## config.mk

```make
export PLATFORM = sky130hd
export DESIGN_NAME = cpc_regs
export DESIGN_NICKNAME = d
export VERILOG_FILES = /design/src/logic/cpc_regs.v
export VERILOG_INCLUDE_DIRS = /design/src /design/src/common
export SDC_FILE = /design/constraint.sdc
export NUM_CORES = 1
export LEC_CHECK = 0
export BUFFER_PORTS_ARGS = -buffer_cell sky130_fd_sc_hd__clkbuf_2
export CORE_AREA = 4 4 142 144
export CTS_BUF_LIST = sky130_fd_sc_hd__clkbuf_4 sky130_fd_sc_hd__clkbuf_8 sky130_fd_sc_hd__clkbuf_16
export DETAILED_ROUTE_END_ITERATION = 8
export DIE_AREA = 0 0 146 148
export GPL_TIMING_DRIVEN = 0
export PLACE_DENSITY = 0.86
export SLEW_MARGIN = 20
export SYNTH_ARGS = -nofsm -noshare
export SYNTH_HDL_FRONTEND = slang
export SYNTH_SLANG_ARGS = --single-unit
```

## constraint.sdc

```tcl
create_clock -name mclk -period 2.6 [get_ports mclk]
set_input_delay 0 -clock mclk [delete_from_list [all_inputs] [get_ports mclk]]
set_output_delay 0 -clock mclk [all_outputs]
set_load 0.05 [all_outputs]
```

## src/common/cpc_map.vh

```
// register map, reset values and field positions of the camera pipeline control bank
// assumes word registers of 16 bits reached by an 8-bit register pointer
`ifndef CPC_MAP_VH
`define CPC_MAP_VH

`define CPC_SLAVE_ADDR      7'h7B
`define CPC_OFS_FRAME_RATE  8'h03
`define CPC_OFS_GAIN_GAMMA  8'h04
`define CPC_OFS_BW_POINT    8'h05
`define CPC_OFS_ROI_COL     8'h06
`define CPC_OFS_ROI_ROW     8'h07
`define CPC_OFS_VIDEO_CTRL  8'h08

// frame rate register held at an arbitrary 30 frames per second
`define CPC_RST_FRAME_RATE  16'h001E
`define CPC_RST_GAIN_GAMMA  16'h1000
`define CPC_RST_BW_POINT    16'h0000
`define CPC_RST_ROI_COL     16'h0000
`define CPC_RST_ROI_ROW     16'h0000
`define CPC_RST_VIDEO_CTRL  16'h0000

`define CPC_PIXREP_COUNT    2'h3
`define CPC_FR_RATE_MSB     5
`define CPC_FR_REP_LSB      6
`define CPC_GG_SKIP_LSB     11
`define CPC_GG_MAXG_LSB     6
`define CPC_GG_USRG_LSB     1
`define CPC_GG_OVR_BIT      0
`define CPC_VC_TAG_BIT      15
`define CPC_VC_HYST_BIT     14
`define CPC_VC_STALL_BIT    13
`define CPC_VC_DARK_BIT     12
`define CPC_VC_SHSTR_BIT    11
`define CPC_VC_SHEN_BIT     10
`define CPC_VC_FPNG_BIT     9
`define CPC_VC_FPNO_BIT     8
`define CPC_VC_FFFPN_BIT    7
`define CPC_VC_GAIN_BIT     6
`define CPC_VC_WP_BIT       5
`define CPC_VC_BP_BIT       4
`define CPC_VC_DEF_BIT      3
`define CPC_VC_SYNC_BIT     2
`define CPC_VC_NTSC_BIT     1

`endif

```

## src/logic/cpc_regs.v

```verilog
// camera pipeline control register bank with its serial two-wire slave port
// assumes scl and sda arrive from pins; frame_start and syncs come from mclk logic
`timescale 1ns/100ps
`include "cpc_map.vh"

module cpc_regs (
  input  wire        mclk,                      // 20 MHz system clock
  input  wire        rst_n,                     // asynchronous reset, active low
  input  wire        scl_in,                    // serial clock pin level
  input  wire        sda_in,                    // serial data pin level
  output reg         sda_out,                   // serial data drive value
  output reg         sda_oe,                    // serial data drive enable
  input  wire        remap_selected,            // switch: gain on and linear remap chosen
  input  wire        frame_start,               // one-cycle pulse at each frame start
  input  wire [4:0]  auto_gamma_code,           // gamma chosen by automatic control
  input  wire        hsync_in,                  // internal horizontal sync, active high
  input  wire        vsync_in,                  // internal vertical sync, active high
  output reg         hsync_out,                 // port horizontal sync
  output reg         vsync_out,                 // port vertical sync
  output reg  [1:0]  pixel_replace_select,      // replacement mode of active video
  output reg         counting_pattern_enable,   // counting pattern replaces video
  output reg  [5:0]  frame_rate,                // frames per second
  output reg  [3:0]  gamma_skip,                // frames between gamma updates
  output reg         gamma_update,              // pulse: automatic gamma may update
  output reg  [4:0]  max_gamma,                 // gamma cap valid for current frame
  output reg  [4:0]  gamma_code,                // gamma code in use
  output reg  [13:0] black_target_count,        // target black pixels
  output reg  [15:0] white_target_count,        // target white pixels
  output reg  [11:0] window_end_column,         // window end column
  output reg  [11:0] window_start_column,       // window start column
  output reg  [9:0]  window_end_row,            // window end row
  output reg  [9:0]  window_start_row,          // window start row
  output reg         frame_tag_row_enable,      // tag first row with parameters
  output reg         integration_hysteresis,    // suppress sub-row changes
  output reg         exposure_freeze_untransmitted, // hold exposure on skipped frames
  output reg         dark_correct_enable,       // dark current correction on
  output reg         sharpen_enable,            // sharpening filter on
  output reg         sharpen_strong_select,     // stronger sharpening
  output reg         column_gain_correct_enable,   // column gain correction on
  output reg         column_offset_correct_enable, // column offset correction on
  output reg         column_noise_full_frame_test, // full frame noise collection
  output reg         gain_stages_enable,        // gain stages active
  output reg         white_point_active,        // remap gain active
  output reg         black_point_active,        // remap offset active
  output reg         defect_filter_enable,      // defect filter on
  output reg         analog_test_pattern_enable // analog test pattern on
);

  localparam ST_IDLE = 3'd0;
  localparam ST_ADDR = 3'd1;
  localparam ST_AACK = 3'd2;
  localparam ST_RX   = 3'd3;
  localparam ST_RACK = 3'd4;
  localparam ST_TX   = 3'd5;
  localparam ST_TACK = 3'd6;

  reg  [15:0] frame_rate_q;
  reg  [15:0] gain_gamma_q;
  reg  [15:0] bw_point_q;
  reg  [15:0] roi_col_q;
  reg  [15:0] roi_row_q;
  reg  [15:0] video_ctrl_q;

  reg  [1:0]  scl_sync_q;
  reg  [1:0]  sda_sync_q;
  reg  [1:0]  remap_sync_q;
  reg         scl_prev_q;
  reg         sda_prev_q;
  reg  [2:0]  state_q;
  reg  [3:0]  bit_cnt_q;
  reg  [7:0]  shift_q;
  reg  [7:0]  tx_q;
  reg  [7:0]  ptr_q;
  reg  [7:0]  hi_byte_q;
  reg  [1:0]  phase_q;
  reg         read_q;
  reg         tx_low_q;
  reg         nack_q;
  reg  [3:0]  skip_cnt_q;
  reg         wr_stb_q;
  reg  [15:0] wr_data_q;
  reg  [15:0] rd_word;

  wire scl_s     = scl_sync_q[1];
  wire sda_s     = sda_sync_q[1];
  wire scl_rise  = scl_s & ~scl_prev_q;
  wire scl_fall  = ~scl_s & scl_prev_q;
  wire start_det = scl_s & scl_prev_q & sda_prev_q & ~sda_s;
  wire stop_det  = scl_s & scl_prev_q & ~sda_prev_q & sda_s;

  // pins cross into mclk; the first stage feeds only the second
  always @(posedge mclk or negedge rst_n) begin
    if (!rst_n) begin
      scl_sync_q   <= 2'h3;
      sda_sync_q   <= 2'h3;
      remap_sync_q <= 2'h0;
      scl_prev_q   <= 1'b1;
      sda_prev_q   <= 1'b1;
    end else begin
      scl_sync_q   <= {scl_sync_q[0], scl_in};
      sda_sync_q   <= {sda_sync_q[0], sda_in};
      remap_sync_q <= {remap_sync_q[0], remap_selected};
      scl_prev_q   <= scl_s;
      sda_prev_q   <= sda_s;
    end
  end

  // unmapped pointers read as zero; reserved bits are stored whole
  always @* begin
    case (ptr_q)
      `CPC_OFS_FRAME_RATE: rd_word = frame_rate_q;
      `CPC_OFS_GAIN_GAMMA: rd_word = gain_gamma_q;
      `CPC_OFS_BW_POINT:   rd_word = bw_point_q;
      `CPC_OFS_ROI_COL:    rd_word = roi_col_q;
      `CPC_OFS_ROI_ROW:    rd_word = roi_row_q;
      `CPC_OFS_VIDEO_CTRL: rd_word = video_ctrl_q;
      default:             rd_word = 16'h0000;
    endcase
  end

  // serial slave: pointer byte, then high and low data bytes per word,
  // pointer advancing after each whole word in either direction
  always @(posedge mclk or negedge rst_n) begin
    if (!rst_n) begin
      state_q   <= ST_IDLE;
      bit_cnt_q <= 4'h0;
      shift_q   <= 8'h00;
      tx_q      <= 8'h00;
      ptr_q     <= 8'h00;
      hi_byte_q <= 8'h00;
      phase_q   <= 2'h0;
      read_q    <= 1'b0;
      tx_low_q  <= 1'b0;
      nack_q    <= 1'b0;
      sda_out   <= 1'b0;
      sda_oe    <= 1'b0;
      wr_stb_q  <= 1'b0;
      wr_data_q <= 16'h0000;
    end else begin
      wr_stb_q <= 1'b0;
      if (start_det) begin
        state_q   <= ST_ADDR;
        bit_cnt_q <= 4'h0;
        phase_q   <= 2'h0;
        sda_oe    <= 1'b0;
      end else if (stop_det) begin
        state_q <= ST_IDLE;
        sda_oe  <= 1'b0;
      end else if (scl_rise) begin
        case (state_q)
          ST_ADDR, ST_RX: begin
            shift_q   <= {shift_q[6:0], sda_s};
            bit_cnt_q <= bit_cnt_q + 4'h1;
          end
          ST_TX: bit_cnt_q <= bit_cnt_q + 4'h1;
          // pointer steps during the ack bit so the next word can launch at its fall
          ST_TACK: begin
            nack_q <= sda_s;
            if (tx_low_q)
              ptr_q <= ptr_q + 8'h01;
          end
          default: ;
        endcase
      end else if (scl_fall) begin
        case (state_q)
          ST_ADDR: begin
            if (bit_cnt_q == 4'h8) begin
              bit_cnt_q <= 4'h0;
              if (shift_q[7:1] == `CPC_SLAVE_ADDR) begin
                read_q  <= shift_q[0];
                sda_out <= 1'b0;
                sda_oe  <= 1'b1;
                state_q <= ST_AACK;
              end else begin
                state_q <= ST_IDLE;
              end
            end
          end
          ST_AACK: begin
            bit_cnt_q <= 4'h0;
            if (read_q) begin
              tx_q     <= rd_word[15:8];
              tx_low_q <= 1'b0;
              sda_out  <= rd_word[15];
              sda_oe   <= 1'b1;
              state_q  <= ST_TX;
            end else begin
              sda_oe  <= 1'b0;
              state_q <= ST_RX;
            end
          end
          ST_RX: begin
            if (bit_cnt_q == 4'h8) begin
              bit_cnt_q <= 4'h0;
              sda_out   <= 1'b0;
              sda_oe    <= 1'b1;
              state_q   <= ST_RACK;
              case (phase_q)
                2'h0: begin
                  ptr_q   <= shift_q;
                  phase_q <= 2'h1;
                end
                2'h1: begin
                  hi_byte_q <= shift_q;
                  phase_q   <= 2'h2;
                end
                default: begin
                  wr_data_q <= {hi_byte_q, shift_q};
                  wr_stb_q  <= 1'b1;
                  phase_q <= 2'h1;
                end
              endcase
            end
          end
          ST_RACK: begin
            sda_oe  <= 1'b0;
            state_q <= ST_RX;
          end
          ST_TX: begin
            if (bit_cnt_q == 4'h8) begin
              sda_oe  <= 1'b0;
              state_q <= ST_TACK;
            end else begin
              sda_out <= tx_q[3'd7 - bit_cnt_q[2:0]];
            end
          end
          ST_TACK: begin
            bit_cnt_q <= 4'h0;
            if (nack_q) begin
              state_q <= ST_IDLE;
            end else if (tx_low_q) begin
              tx_q     <= rd_word[15:8];
              tx_low_q <= 1'b0;
              state_q  <= ST_TX;
              sda_oe   <= 1'b1;
              sda_out  <= rd_word[15];
            end else begin
              tx_q     <= rd_word[7:0];
              tx_low_q <= 1'b1;
              sda_out  <= rd_word[7];
              sda_oe   <= 1'b1;
              state_q  <= ST_TX;
            end
          end
          default: ;
        endcase
      end
      if (wr_stb_q)
        ptr_q <= ptr_q + 8'h01;
    end
  end

  // register storage; every bit written is kept for read-back
  always @(posedge mclk or negedge rst_n) begin
    if (!rst_n) begin
      frame_rate_q <= `CPC_RST_FRAME_RATE;
      gain_gamma_q <= `CPC_RST_GAIN_GAMMA;
      bw_point_q   <= `CPC_RST_BW_POINT;
      roi_col_q    <= `CPC_RST_ROI_COL;
      roi_row_q    <= `CPC_RST_ROI_ROW;
      video_ctrl_q <= `CPC_RST_VIDEO_CTRL;
    end else if (wr_stb_q) begin
      case (ptr_q)
        `CPC_OFS_FRAME_RATE: frame_rate_q <= wr_data_q;
        `CPC_OFS_GAIN_GAMMA: gain_gamma_q <= wr_data_q;
        `CPC_OFS_BW_POINT:   bw_point_q   <= wr_data_q;
        `CPC_OFS_ROI_COL:    roi_col_q    <= wr_data_q;
        `CPC_OFS_ROI_ROW:    roi_row_q    <= wr_data_q;
        `CPC_OFS_VIDEO_CTRL: video_ctrl_q <= wr_data_q;
        default: ;
      endcase
    end
  end

  // frame-paced gamma: cap latched per frame, updates every skip frames
  always @(posedge mclk or negedge rst_n) begin
    if (!rst_n) begin
      max_gamma    <= 5'h00;
      skip_cnt_q   <= 4'h0;
      gamma_update <= 1'b0;
    end else begin
      gamma_update <= 1'b0;
      if (frame_start) begin
        max_gamma <= gain_gamma_q[`CPC_GG_MAXG_LSB +: 5];
        // a skip of zero is treated as one, updating every frame
        if (skip_cnt_q + 4'h1 >= gain_gamma_q[`CPC_GG_SKIP_LSB +: 4]) begin
          skip_cnt_q   <= 4'h0;
          gamma_update <= 1'b1;
        end else begin
          skip_cnt_q <= skip_cnt_q + 4'h1;
        end
      end
    end
  end

  // decoded controls, each refreshed every cycle from the stored words
  always @(posedge mclk or negedge rst_n) begin
    if (!rst_n) begin
      hsync_out                     <= 1'b0;
      vsync_out                     <= 1'b0;
      pixel_replace_select          <= 2'h0;
      counting_pattern_enable       <= 1'b0;
      frame_rate                    <= 6'h00;
      gamma_skip                    <= 4'h0;
      gamma_code                    <= 5'h00;
      black_target_count            <= 14'h0000;
      white_target_count            <= 16'h0000;
      window_end_column             <= 12'h000;
      window_start_column           <= 12'h000;
      window_end_row                <= 10'h000;
      window_start_row              <= 10'h000;
      frame_tag_row_enable          <= 1'b0;
      integration_hysteresis        <= 1'b0;
      exposure_freeze_untransmitted <= 1'b0;
      dark_correct_enable           <= 1'b0;
      sharpen_enable                <= 1'b0;
      sharpen_strong_select         <= 1'b0;
      column_gain_correct_enable    <= 1'b0;
      column_offset_correct_enable  <= 1'b0;
      column_noise_full_frame_test  <= 1'b0;
      gain_stages_enable            <= 1'b0;
      white_point_active            <= 1'b0;
      black_point_active            <= 1'b0;
      defect_filter_enable          <= 1'b0;
      analog_test_pattern_enable    <= 1'b0;
    end else begin
      hsync_out <= hsync_in ^ video_ctrl_q[`CPC_VC_SYNC_BIT];
      vsync_out <= vsync_in ^ video_ctrl_q[`CPC_VC_SYNC_BIT];
      pixel_replace_select <= frame_rate_q[`CPC_FR_REP_LSB +: 2];
      counting_pattern_enable <=
        (frame_rate_q[`CPC_FR_REP_LSB +: 2] == `CPC_PIXREP_COUNT);
      frame_rate <= frame_rate_q[`CPC_FR_RATE_MSB:0];
      gamma_skip <= gain_gamma_q[`CPC_GG_SKIP_LSB +: 4];
      // user gamma bypasses frame pacing, so it may change mid-frame
      gamma_code <= gain_gamma_q[`CPC_GG_OVR_BIT] ?
                    gain_gamma_q[`CPC_GG_USRG_LSB +: 5] : auto_gamma_code;
      // targets read zero unless the remap path is live
      if (remap_sync_q[1] && video_ctrl_q[`CPC_VC_GAIN_BIT]) begin
        black_target_count <= {bw_point_q[15:8], 6'h00};
        white_target_count <= {bw_point_q[7:0], 8'h00};
      end else begin
        black_target_count <= 14'h0000;
        white_target_count <= 16'h0000;
      end
      // a byte field plus three zero bits cannot reach the top column bit
      window_end_column   <= {1'b0, roi_col_q[15:8], 3'h0};
      window_start_column <= {1'b0, roi_col_q[7:0], 3'h0};
      window_end_row      <= {roi_row_q[15:8], 2'h0};
      window_start_row    <= {roi_row_q[7:0], 2'h0};
      frame_tag_row_enable          <= video_ctrl_q[`CPC_VC_TAG_BIT];
      integration_hysteresis        <= video_ctrl_q[`CPC_VC_HYST_BIT];
      exposure_freeze_untransmitted <= video_ctrl_q[`CPC_VC_STALL_BIT];
      dark_correct_enable           <= video_ctrl_q[`CPC_VC_DARK_BIT];
      sharpen_enable                <= video_ctrl_q[`CPC_VC_SHEN_BIT];
      sharpen_strong_select         <= video_ctrl_q[`CPC_VC_SHSTR_BIT];
      column_gain_correct_enable    <= video_ctrl_q[`CPC_VC_FPNG_BIT];
      column_offset_correct_enable  <= video_ctrl_q[`CPC_VC_FPNO_BIT];
      column_noise_full_frame_test  <= video_ctrl_q[`CPC_VC_FFFPN_BIT];
      gain_stages_enable            <= video_ctrl_q[`CPC_VC_GAIN_BIT];
      // gain bypass also silences remap gain and offset
      white_point_active <= video_ctrl_q[`CPC_VC_GAIN_BIT] &
                            video_ctrl_q[`CPC_VC_WP_BIT] & remap_sync_q[1];
      black_point_active <= video_ctrl_q[`CPC_VC_GAIN_BIT] &
                            video_ctrl_q[`CPC_VC_WP_BIT] &
                            video_ctrl_q[`CPC_VC_BP_BIT] & remap_sync_q[1];
      defect_filter_enable       <= video_ctrl_q[`CPC_VC_DEF_BIT];
      analog_test_pattern_enable <= video_ctrl_q[`CPC_VC_NTSC_BIT];
    end
  end

endmodule

```

# == After elaboration in Yosys (flattened, before gate mapping) ==
# Index checks and enable logic that the tools add are counted.
# op_classes
add_sub_neg,4
n_mul,0
div_mod_pow,0
magnitude_cmp,2
eq_ne,36
n_shift,0
mux,77
bitwise_logic,21
reduce_logical,37
# op_table
operator,n
$mux W8,13
$pmux W16 S6,1
$eq A8 B3 Y1 const B,4
$mux W1,29
$mux W4,7
$reduce_and A7 Y1,4
$mux W3,9
$ne A4 B4 Y1 const B,5
$ne A2 B2 Y1 const B,9
$pmux W3 S6,1
$reduce_bool A3 Y1,6
$mux W16,1
$mux W2,8
$pmux W8 S2,1
$reduce_and A8 Y1,2
$mux W14,1
$reduce_and A2 Y1,6
$and A1 B1 Y1,11
$reduce_and A11 Y1,1
$reduce_and A5 Y1,2
$eq A3 B3 Y1 const B,3
$add A4 B1 Y4 const B,2
$add A8 B1 Y8 const B,1
$eq A8 B2 Y1 const B,1
33 further kinds,49
# word_totals
register_bits,273
latch_bits,0
mem_bits_rw,0
mem_bits_ro,0
input_bits,13
out_inout_bits,116
word_cells,232
mem_count,0

# == Longest topological paths before layout ==
# Gate-level depths: netlist (run 1).
# logic_depth
word_depth,9
depth_mapped,9

# == Worst setup path before layout (run 1) ==
# Ideal clock, no wire load.
# synth_path
kind,reg2reg
start,reg state_q[1]
end,reg state_q[0]
setup_ps,125
arrival_time_ps,2116
required_ps,2475
setup_slack_ps,360
stages_incl_launch_ff,9
n_path_buf,2
period_less_slack_ps,2240
cell_sequence,dfrtp_1 > clkbuf_1 > clkbuf_1 > inv_1 > ha_1 > a21oi_1 > o31ai_1 > a21oi_1 > mux2_2
# synth_between
elab_chain_len,6
elab_cells_between_ends,16
classes_between,eq/ne (9); mux (5); reduce/logical (2)
# synth_rtl
element,line_no,text
start: declaration,cpc_regs.v:69,reg [2:0] state_q;
start signal: assignment,cpc_regs.v:125,state_q <= ST_IDLE;
start signal: assignment,cpc_regs.v:142,state_q <= ST_ADDR;
start signal: assignment,cpc_regs.v:147,state_q <= ST_IDLE;
$eq A3 B3 Y1 (tied with other cells),cpc_regs.v:165,case (state_q)
$pmux W3 S6,cpc_regs.v:165,
$mux W3,cpc_regs.v:164,end else if (scl_fall) begin
$mux W3,cpc_regs.v:149,end else if (scl_rise) begin
$mux W3,cpc_regs.v:146,end else if (stop_det) begin
$mux W3,cpc_regs.v:141,if (start_det) begin
# Parallel ways exist; a longest one is shown, timed or not. The select of a mux whose other input is x is not followed.
# A chain may end at the register's enable or synchronous reset.

# == Worst setup path in the final report (run 1) ==
# layout_path
start,reg ptr_q[4]
end,reg frame_rate_q[6]
# layout_between
elab_chain_len,2
# layout_rtl
element,line_no,text
start: declaration,cpc_regs.v:73,reg [7:0] ptr_q;
start signal: assignment,cpc_regs.v:160,ptr_q <= ptr_q + 8'h01;
start signal: assignment,cpc_regs.v:200,ptr_q <= shift_q;
start signal: assignment,cpc_regs.v:249,ptr_q <= ptr_q + 8'h01;
$eq A8 B2 Y1,cpc_regs.v:263,case (ptr_q)
$reduce_and A2 Y1 (no line),n/a,
end signal: assignment,cpc_regs.v:256,frame_rate_q <= `CPC_RST_FRAME_RATE;
end signal: assignment,cpc_regs.v:264,`CPC_OFS_FRAME_RATE: frame_rate_q <= wr_data_q;
end: declaration,cpc_regs.v:57,reg [15:0] frame_rate_q;
# No other way between the ends.

==> impl_metrics.ini, run 1 <==
[outcome]
status = finished, final reports clean

[clock_tree]
h-tree-depth = 1
clk_latency_ps = 530
clk_pin_slew_ps = 60
cts_setup_buffers = 0
cts_sinks = 259
cts_tree = done
cts_root_buf = clkbuf_16
numCtsBuffers = 26
clock_path_buffers = 3

[sta]
tightest_slew_ps = 660
fmax_mhz = 399
hold_violations = 0
slew_violations = 0
fin_crit_sh_pct = 96.4
grt_setup_unrepaired = false
timing.final.ws_setup_ps = 93.3
relSlewSlack_pct = 55.8
min_period_ps = 2510
clock-skew-final_ps = 11.5
setup_violations = 0

[power]
p_leak_nw = 6.54
power.density_nw_per_um2 = 644
power.total_mw = 8.34
peakVddDrop_uv = 410

[floorplanning]
start_util_pct = 58.1
ioPinCount = 129
die-area_sq_um = 21600
core_sq_um = 18700
rows = 50
fp.dieH_microns = 148
fp.dieW_microns = 146

[placement]
place_congestion = 0.921
hpwl_microns = 18200
port_buffers = 102
place_ws_ps = -374
place_inst = 1175

[routing]
remaining_drc_errors = 0
vias = 7493
first_iter_violations = 697
finalWirelength_microns = 26700
viasPerCell = 6.07
antenna_left = 0
dr.pass1.iters = 6
wl_per_cell_microns = 21.6

[finish]
fin_nets = 1009
num_antenna_cells = 0
area_delta_synth_final_pct = 19.1
instances_no_fill = 1234
drive_gt1_share_pct = 38.1
fillers = 1200

[critical_path]
cp_num_buf_inv = 3
crit_start = ptr_q[4]
critPathTopFamily = simple AND/OR/NAND/NOR gates
crit-reg2reg-launch = ptr_q[4]
start_kind = register
crit_chain = buf_6 -> or4_4 -> buf_6 -> nor3_4 -> nand2_4 -> buf_6 -> mux2_4
critPathMaxStageDelay_ps = 540
crit_required_ps = 3020
cp_common_cell = buf_6
endpoint_kind = register
critPathKind = register to register
path_max_fanout = 10
crit_arrival_ps = 2920
crit_slowest_cell = or4_4

[synth]
yosys-top-cells-area = dfrtp_1 57%, mux2_2 14%, dfstp_2 2.7%
synth-seq-cells = 259
synthTopCellsByCount = 248 x dfrtp_1, 138 x mux2_2, 33 x nand2_1, 29 x a21oi_1, 27 x buf_4
synthArstFlopShare_pct = 100
ys.warnings.count = 0
synth_top_area_share_pct = 57.1
avgSynthCellArea_sq_um = 13.4
synth_largest_area_cell = dfrtp_1
synth_edf_count = 0
synth_cell_types = 70
ys.flop_type = dfrtp_1
syn_area_sq_um = 10900
syn_inst = 811
yosysSeqAreaShare_pct = 59.7
synth.most_common_cell = dfrtp_1

[grt]
grt-ovfl-total = 0
grt_first_pass_wirelength_microns = 41900
grt_pass1_vias = 7573
grt_use_total_pct = 24.4
antenna_found_initial = 0
grt_max_degree = 73

[worst_hold_path]
hold_start = sda_in
holdCritPathClass = input pin to register

[flow_run]
drv_cap = 0
through the flow:
stage | utilization (%) | hold WS, ps | cell area, sq um | setup TNS [ps]
after floorplan | - | -296 | 11000 | 0
final | 69.3 | 101 | 13000 | 0
after global routing | 69.3 | 108 | 13000 | 0
after global placement | 62.9 | 87.1 | 11800 | -891730
after CTS | 69.1 | 83.4 | 12900 | 0
after detailed placement | 63.4 | -25.1 | 11900 | -12610
sequential cells by signal, indices dropped and copies added, names as in the netlist, 4 cells and up:
register / cells
ptr_q: 8
window_start_column: 8
frame_rate: 6
frame_rate_q: 16
roi_col_q: 16
hi_byte_q: 8
tx_q: 8
skip_cnt_q: 4
window_end_row: 8
window_start_row: 8
bit_cnt_q: 4
white_target_count: 8
black_target_count: 8
wr_data_q: 16
gamma_skip: 4
shift_q: 8
window_end_column: 8
bw_point_q: 16
gamma_code: 5
video_ctrl_q: 16
roi_row_q: 16
max_gamma: 5
gain_gamma_q: 16
routing by layer:
metal,vias to the layer above,track usage [%],share of wire (%)
met5,-,0,0
met4,0,9.22,3.6
met3,72,4.90,7.1
met2,340,41.4,49
met1,3812,31.3,40
li1,3269,-,-
what timing repair did:
action	CTS	global route
gates resized for setup	9	14
setup endpoints to repair	87	63
pin swaps	0	1
endpoints found under the hold margin	134	0
hold buffers	14	0
power by group:
part | total, mW | internal, mW | switching, mW
logic | 0.435 | 0.141 | 0.294
clock network | 3.79 | 2.27 | 1.53
registers | 4.11 | 4.07 | 0.0432
total | 8.34 | 6.48 | 1.86
cells by family after synthesis:
| logic type | share of synthesized area (%) |
|---|---|
| AOI/OAI and AO/OA | 9.75 |
| xor gates and xnor gates | 0.483 |
| adders and majority gates | 1.84 |
| buffers and inverters | 4.03 |
| DFF | 59.7 |
| muxes | 16.1 |
| other | 0.0345 |
| and+or+nand+nor | 8.07 |
final timing paths:
| kind | slack [ps] | cells past startpoint | end |
|---|---|---|---|
| max in group asynchronous | 890 | 6 | scl_sync_q[1] |
| worst max register to register | 90 | 7 | frame_rate_q[6] |
| worst max-delay path | 90 | 7 | frame_rate_q[6] |
| worst min-delay path | 100 | 2 | sda_sync_q[0] |
| min in group asynchronous | 420 | 3 | roi_col_q[7] |
| worst min register to register | 350 | 0 | remap_sync_q[1] |
area by class of cell:
cell class                 count  area [sq um]  share of cell area, %
buffer                        61           377                   2.91
tap                          234           293                   2.26
inverter                      17          63.8                  0.493
clock buffer                  38           772                   5.96
sequential                   259          6490                   50.1
timing repair buffer         119           752                   5.80
clock inverter                10           119                  0.918
multi-input combinational    496          4080                   31.5
placed cells by master (no fill, tap or decap), types with 15 or more instances in the layout:
cell and instances:
conb_1 26, inv_1 17, buf_4 28, and3_1 21
clkbuf_16 26, mux2_2 138, clkbuf_2 105, clkbuf_1 15
a21oi_1 28, nor2_1 20, nand2_1 33, a22oi_1 18
dfrtp_1 248
Note: power is estimated with default switching activity, not from simulation.
==> run 2: changes to the inputs <==
Clock period 2.6 ns to 2.75 ns, I/O delays scaled along.
==> run 2 against run 1 <==
Wire length is 0.41% higher. Power is 5.4% lower. Die area stayed put. Via count is 0.15% higher. First-iteration DRC count is 4.2% lower. Worst hold slack hardly changed. Critical path type unchanged. Highest routed layer unchanged.
==> impl_metrics.ini, run 2 (synthesis results as in run 1) <==
[critical_path]
start_kind = register
endpoint_kind = register
reg2reg_setup_slack_ps = 100
timing.rr.end = tx_q[6]
crit_chain = clkbuf_1 -> nor2b_1 -> nand2_1 -> clkbuf_1 -> o22ai_1 -> a211oi_1 -> o31ai_1
crit_arrival_ps = 3090
critPathTopFamily = buffers and inverters
critPathKind = register to register
cp_common_cell = clkbuf_1
crit_slowest_cell = clkbuf_1
critPathMaxStageDelay_ps = 480
reg2regPathDepth = 7
crit_required_ps = 3190
crit-reg2reg-launch = ptr_q[2]
path_max_fanout = 10
cp_num_buf_inv = 2

[worst_hold_path]
whs_endpoint = sda_sync_q[0]
hold_depth = 2
holdCritPathClass = input pin to register
hold_start = sda_in

[floorplanning]
ioPinCount = 129
fp.dieW_microns = 146
core_sq_um = 18700
fp.dieH_microns = 148
die-area_sq_um = 21600
rows = 50
start_util_pct = 58.1

[power]
power.density_nw_per_um2 = 611
peakVddDrop_uv = 391
p_leak_nw = 6.54
power.total_mw = 7.89

[placement]
place_congestion = 0.921
port_buffers = 102
placed_area_sq_um = 11900
hpwl_microns = 18200
place_inst = 1175

[sta]
fin_tns_setup_ps = 0
setup_violations = 0
fin_crit_sh_pct = 96.4
tightest_slew_ps = 982
relSlewSlack_pct = 34.3
min_period_ps = 2650
fmax_mhz = 377
grt_setup_unrepaired = false
hold_violations = 0
slew_violations = 0
clock-skew-final_ps = 9.37

[finish]
fin_area_sq_um = 12900
instances_no_fill = 1235
num_antenna_cells = 0
drive_gt1_share_pct = 37.4
layout_commonest_cell = dfrtp_1
area_delta_synth_final_pct = 18.8
final_util_pct = 69.0
final_cell_mix = 248 x dfrtp_1, 138 x mux2_2, 105 x clkbuf_2, 33 x nand2_1, 29 x a21oi_1
fin_nets = 1010

[clock_tree]
cts_setup_buffers = 0
cts_tree = done
clk_pin_slew_ps = 70
cts_sinks = 259
cts_root_buf = clkbuf_16
clk_latency_ps = 530
h-tree-depth = 1
clock_path_buffers = 3
numCtsBuffers = 26

[grt]
grt_first_pass_wirelength_microns = 41800
grt_use_total_pct = 24.4
grt_pass1_vias = 7571
grt-ovfl-total = 0
antenna_found_initial = 0
grt_max_degree = 73

[routing]
finalWirelength_microns = 26800
dr.pass1.iters = 6
wl_per_cell_microns = 21.7
antenna_left = 0
vias = 7504
remaining_drc_errors = 0
viasPerCell = 6.08
first_iter_violations = 668

[outcome]
status = finished, final reports clean

[flow_run]
drv_cap = 0
## run 2: final cells by class
cell class,count,area (sq um)
timing repair buffer,119,752
tap,234,293
buffer,62,374
fill,1212,5790
clock buffer,38,772
multi-input combinational,496,4050
clock inverter,10,119
sequential,259,6490
inverter,17,63.8
## run 2: worst max-delay path by stage
stage / start / to / slack [ps] / cells after the start
after global placement: rst_n / shift_q[0] / -3340 / 1
final: ptr_q[2] / tx_q[6] / 100 / 7
after floorplan: state_q[1] / state_q[0] / 510 / 8
after global routing: scl_prev_q / wr_data_q[7] / 0.1 / 6
after detailed placement: ptr_q[1] / roi_row_q[9] / -220 / 6
after CTS: ptr_q[1] / bw_point_q[11] / 30 / 7
## run 2: timing repair
action | CTS | global route
hold endpoints to repair | 134 | 0
gates cloned | 0 | 0
resized for setup | 4 | 7
setup endpoints to repair | 40 | 50
hold buffers | 14 | 0
## run 2: per-layer routing
metal  share of wire, %  GRT usage (%)  vias to the layer above  wire [microns]
met5                  0              0                        -               0
met4                3.5           9.17                        0             943
met3                7.0           4.90                       73            1870
met2                 49           41.5                      346           13200
met1                 40           31.2                     3813           10800
li1                   -              -                     3272               -
## run 2: report_power, final
group	total [mW]	leakage (nW)	switching [mW]	internal [mW]
clock	3.59	0.440	1.45	2.14
combinational	0.410	2.54	0.277	0.133
sequential	3.89	3.56	0.0411	3.85
## run 2: per-stage QoR
| step | hold WS (ps) | worst slack, ps |
|---|---|---|
| 2_1_floorplan | -296 | 510 |
| 3_3_place_gp | 87.1 | -3340 |
| 3_5_place_dp | -25.1 | -224 |
| 4_1_cts | 83.4 | 31.9 |
| 5_1_grt | 108 | 0.116 |
| 6_report | 101 | 98.6 |
==> run 3: changes to the inputs <==
Clock period 2.75 ns to 2.8 ns, I/O delays scaled along.
==> run 3 against run 2 <==
Power down 1.9%. Fmax decreased by 1.8%. Cell count about the same. Critical endpoint is now roi_col_q[14]. Largest cell class unchanged. Highest routed layer unchanged.
==> impl_metrics.ini, run 3 (synthesis results as in run 1) <==
[critical_path]
crit_slowest_cell = clkbuf_1
start_kind = register
critPathTopFamily = buffers and inverters
critPathMaxStageDelay_ps = 510
critPathKind = register to register
path_max_fanout = 10
critical_path_depth = 7
endpoint_kind = register
reg2regPathDepth = 7
crit_required_ps = 3200
crit_chain = inv_1 -> ha_1 -> clkbuf_1 -> buf_2 -> nand3_2 -> buf_2 -> mux2_2
cp_common_cell = buf_2
crit_arrival_ps = 3110
cp_num_buf_inv = 4

[sta]
fin_crit_sh_pct = 96.5
relSlewSlack_pct = 36.3
tightest_slew_ps = 953
hold_ws_ps = 104
clock-skew-final_ps = 8.42
slew_violations = 0
setup_violations = 0
grt_setup_unrepaired = false
min_period_ps = 2700
hold_violations = 0
fmax_mhz = 370

[routing]
dr.pass1.iters = 8
viasPerCell = 6.06
wl_per_cell_microns = 21.5
remaining_drc_errors = 0
first_iter_violations = 717
antenna_left = 0
finalWirelength_microns = 26600
vias = 7492

[floorplanning]
die-area_sq_um = 21600
fp.dieW_microns = 146
ioPinCount = 129
rows = 50
start_util_pct = 58.1
fp.dieH_microns = 148
core_sq_um = 18700

[finish]
drive_gt1_share_pct = 37.3
final_util_pct = 69.1
fillers = 1210
layout_commonest_cell = dfrtp_1
fin_nets = 1011
area_delta_synth_final_pct = 18.8
instances_no_fill = 1236
fin_area_sq_um = 12900
num_antenna_cells = 0
final_cell_mix = 248 x dfrtp_1, 138 x mux2_2, 105 x clkbuf_2, 33 x nand2_1, 29 x a21oi_1

[clock_tree]
cts_setup_buffers = 0
numCtsBuffers = 26
clk_pin_slew_ps = 70
clock_path_buffers = 3
cts_sinks = 259
cts_root_buf = clkbuf_16
clk_latency_ps = 530
h-tree-depth = 1
cts_tree = done

[power]
p_switching_mw = 1.73
p_leak_nw = 6.54
peakVddDrop_uv = 383
sw_frac_of_total_pct = 22.3
p_int_mw = 6.01
pwr-share-comb_pct = 5.2
power_frac_seq_pct = 49.3
power.density_nw_per_um2 = 599
power.total_mw = 7.74
power.share.clock_pct = 45.5

[placement]
place_inst = 1175
port_buffers = 102
place_congestion = 0.921
placed_area_sq_um = 11900
hpwl_microns = 18200

[grt]
grt_first_pass_wirelength_microns = 41800
grt_use_total_pct = 24.4
antenna_found_initial = 0
grt-ovfl-total = 0
grt_max_degree = 73
grt_pass1_vias = 7571

[worst_hold_path]
holdCritPathClass = input pin to register
hold_depth = 2

[flow_run]
drv_cap = 0

[outcome]
status = finished, final reports clean
## run 3: path summary, 6_finish.rpt
kind	slack, ps	end	startpoint
worst max-delay path	100	roi_col_q[14]	ptr_q[0]
worst min-delay path	100	sda_sync_q[0]	sda_in
worst max register to register	100	roi_col_q[14]	ptr_q[0]
worst min register to register	350	remap_sync_q[1]	remap_sync_q[0]
max in group asynchronous	1090	scl_sync_q[1]	rst_n
min in group asynchronous	420	roi_col_q[7]	rst_n
## run 3: power by group through the flow
stage / sequential, mW / clock (mW) / combinational (mW)
finish: 3.82 / 3.52 / 0.403
CTS: 3.82 / 3.56 / 0.406
detailed placement: 3.88 / 0 / 0.387
floorplan: 3.90 / 0 / 0.218
global route: 3.82 / 3.74 / 0.444
global placement: 3.88 / 0 / 0.361
## run 3: area by class of cell
| class | count | area (sq um) | area share (%) |
|---|---|---|---|
| Multi-Input combinational cell | 496 | 4050 | 31.3 |
| Tap cell | 234 | 293 | 2.27 |
| Timing Repair Buffer | 119 | 752 | 5.82 |
| Clock buffer | 38 | 772 | 5.98 |
| Inverter | 17 | 63.8 | 0.494 |
| Sequential cell | 259 | 6490 | 50.3 |
| Clock inverter | 10 | 119 | 0.920 |
| Buffer | 63 | 378 | 2.93 |
## run 3: layer usage
metal	vias to the layer above	global-route usage (%)	routed length, microns
li1	3272	-	-
met1	3798	31.2	10500
met2	356	41.5	13300
met3	66	4.90	1880
met4	0	9.17	913
met5	-	0	0
## run 3: stage by stage
stage          TNS, ps  worst slack (ps)
6_report             0              99.2
3_5_place_dp     -3350              -174
3_3_place_gp   -831700             -3290
2_1_floorplan        0               560
5_1_grt              0              27.8
4_1_cts              0              10.8
## run 3: worst register-to-register path, delay by kind of cell, from the launching register on
kind | cells | cell delay, ps
mux | 1 | 330
flops | 1 | 430
simple gates | 1 | 260
buf+inv | 4 | 1390
fa+ha+maj | 1 | 160
## run 3: repair_timing
action / in CTS / in global routing
endpoints found under the hold margin: 134 / 0
resized for setup: 3 / 9
pin swaps: 0 / 1
hold buffers: 14 / 0
setup endpoints to repair: 39 / 43
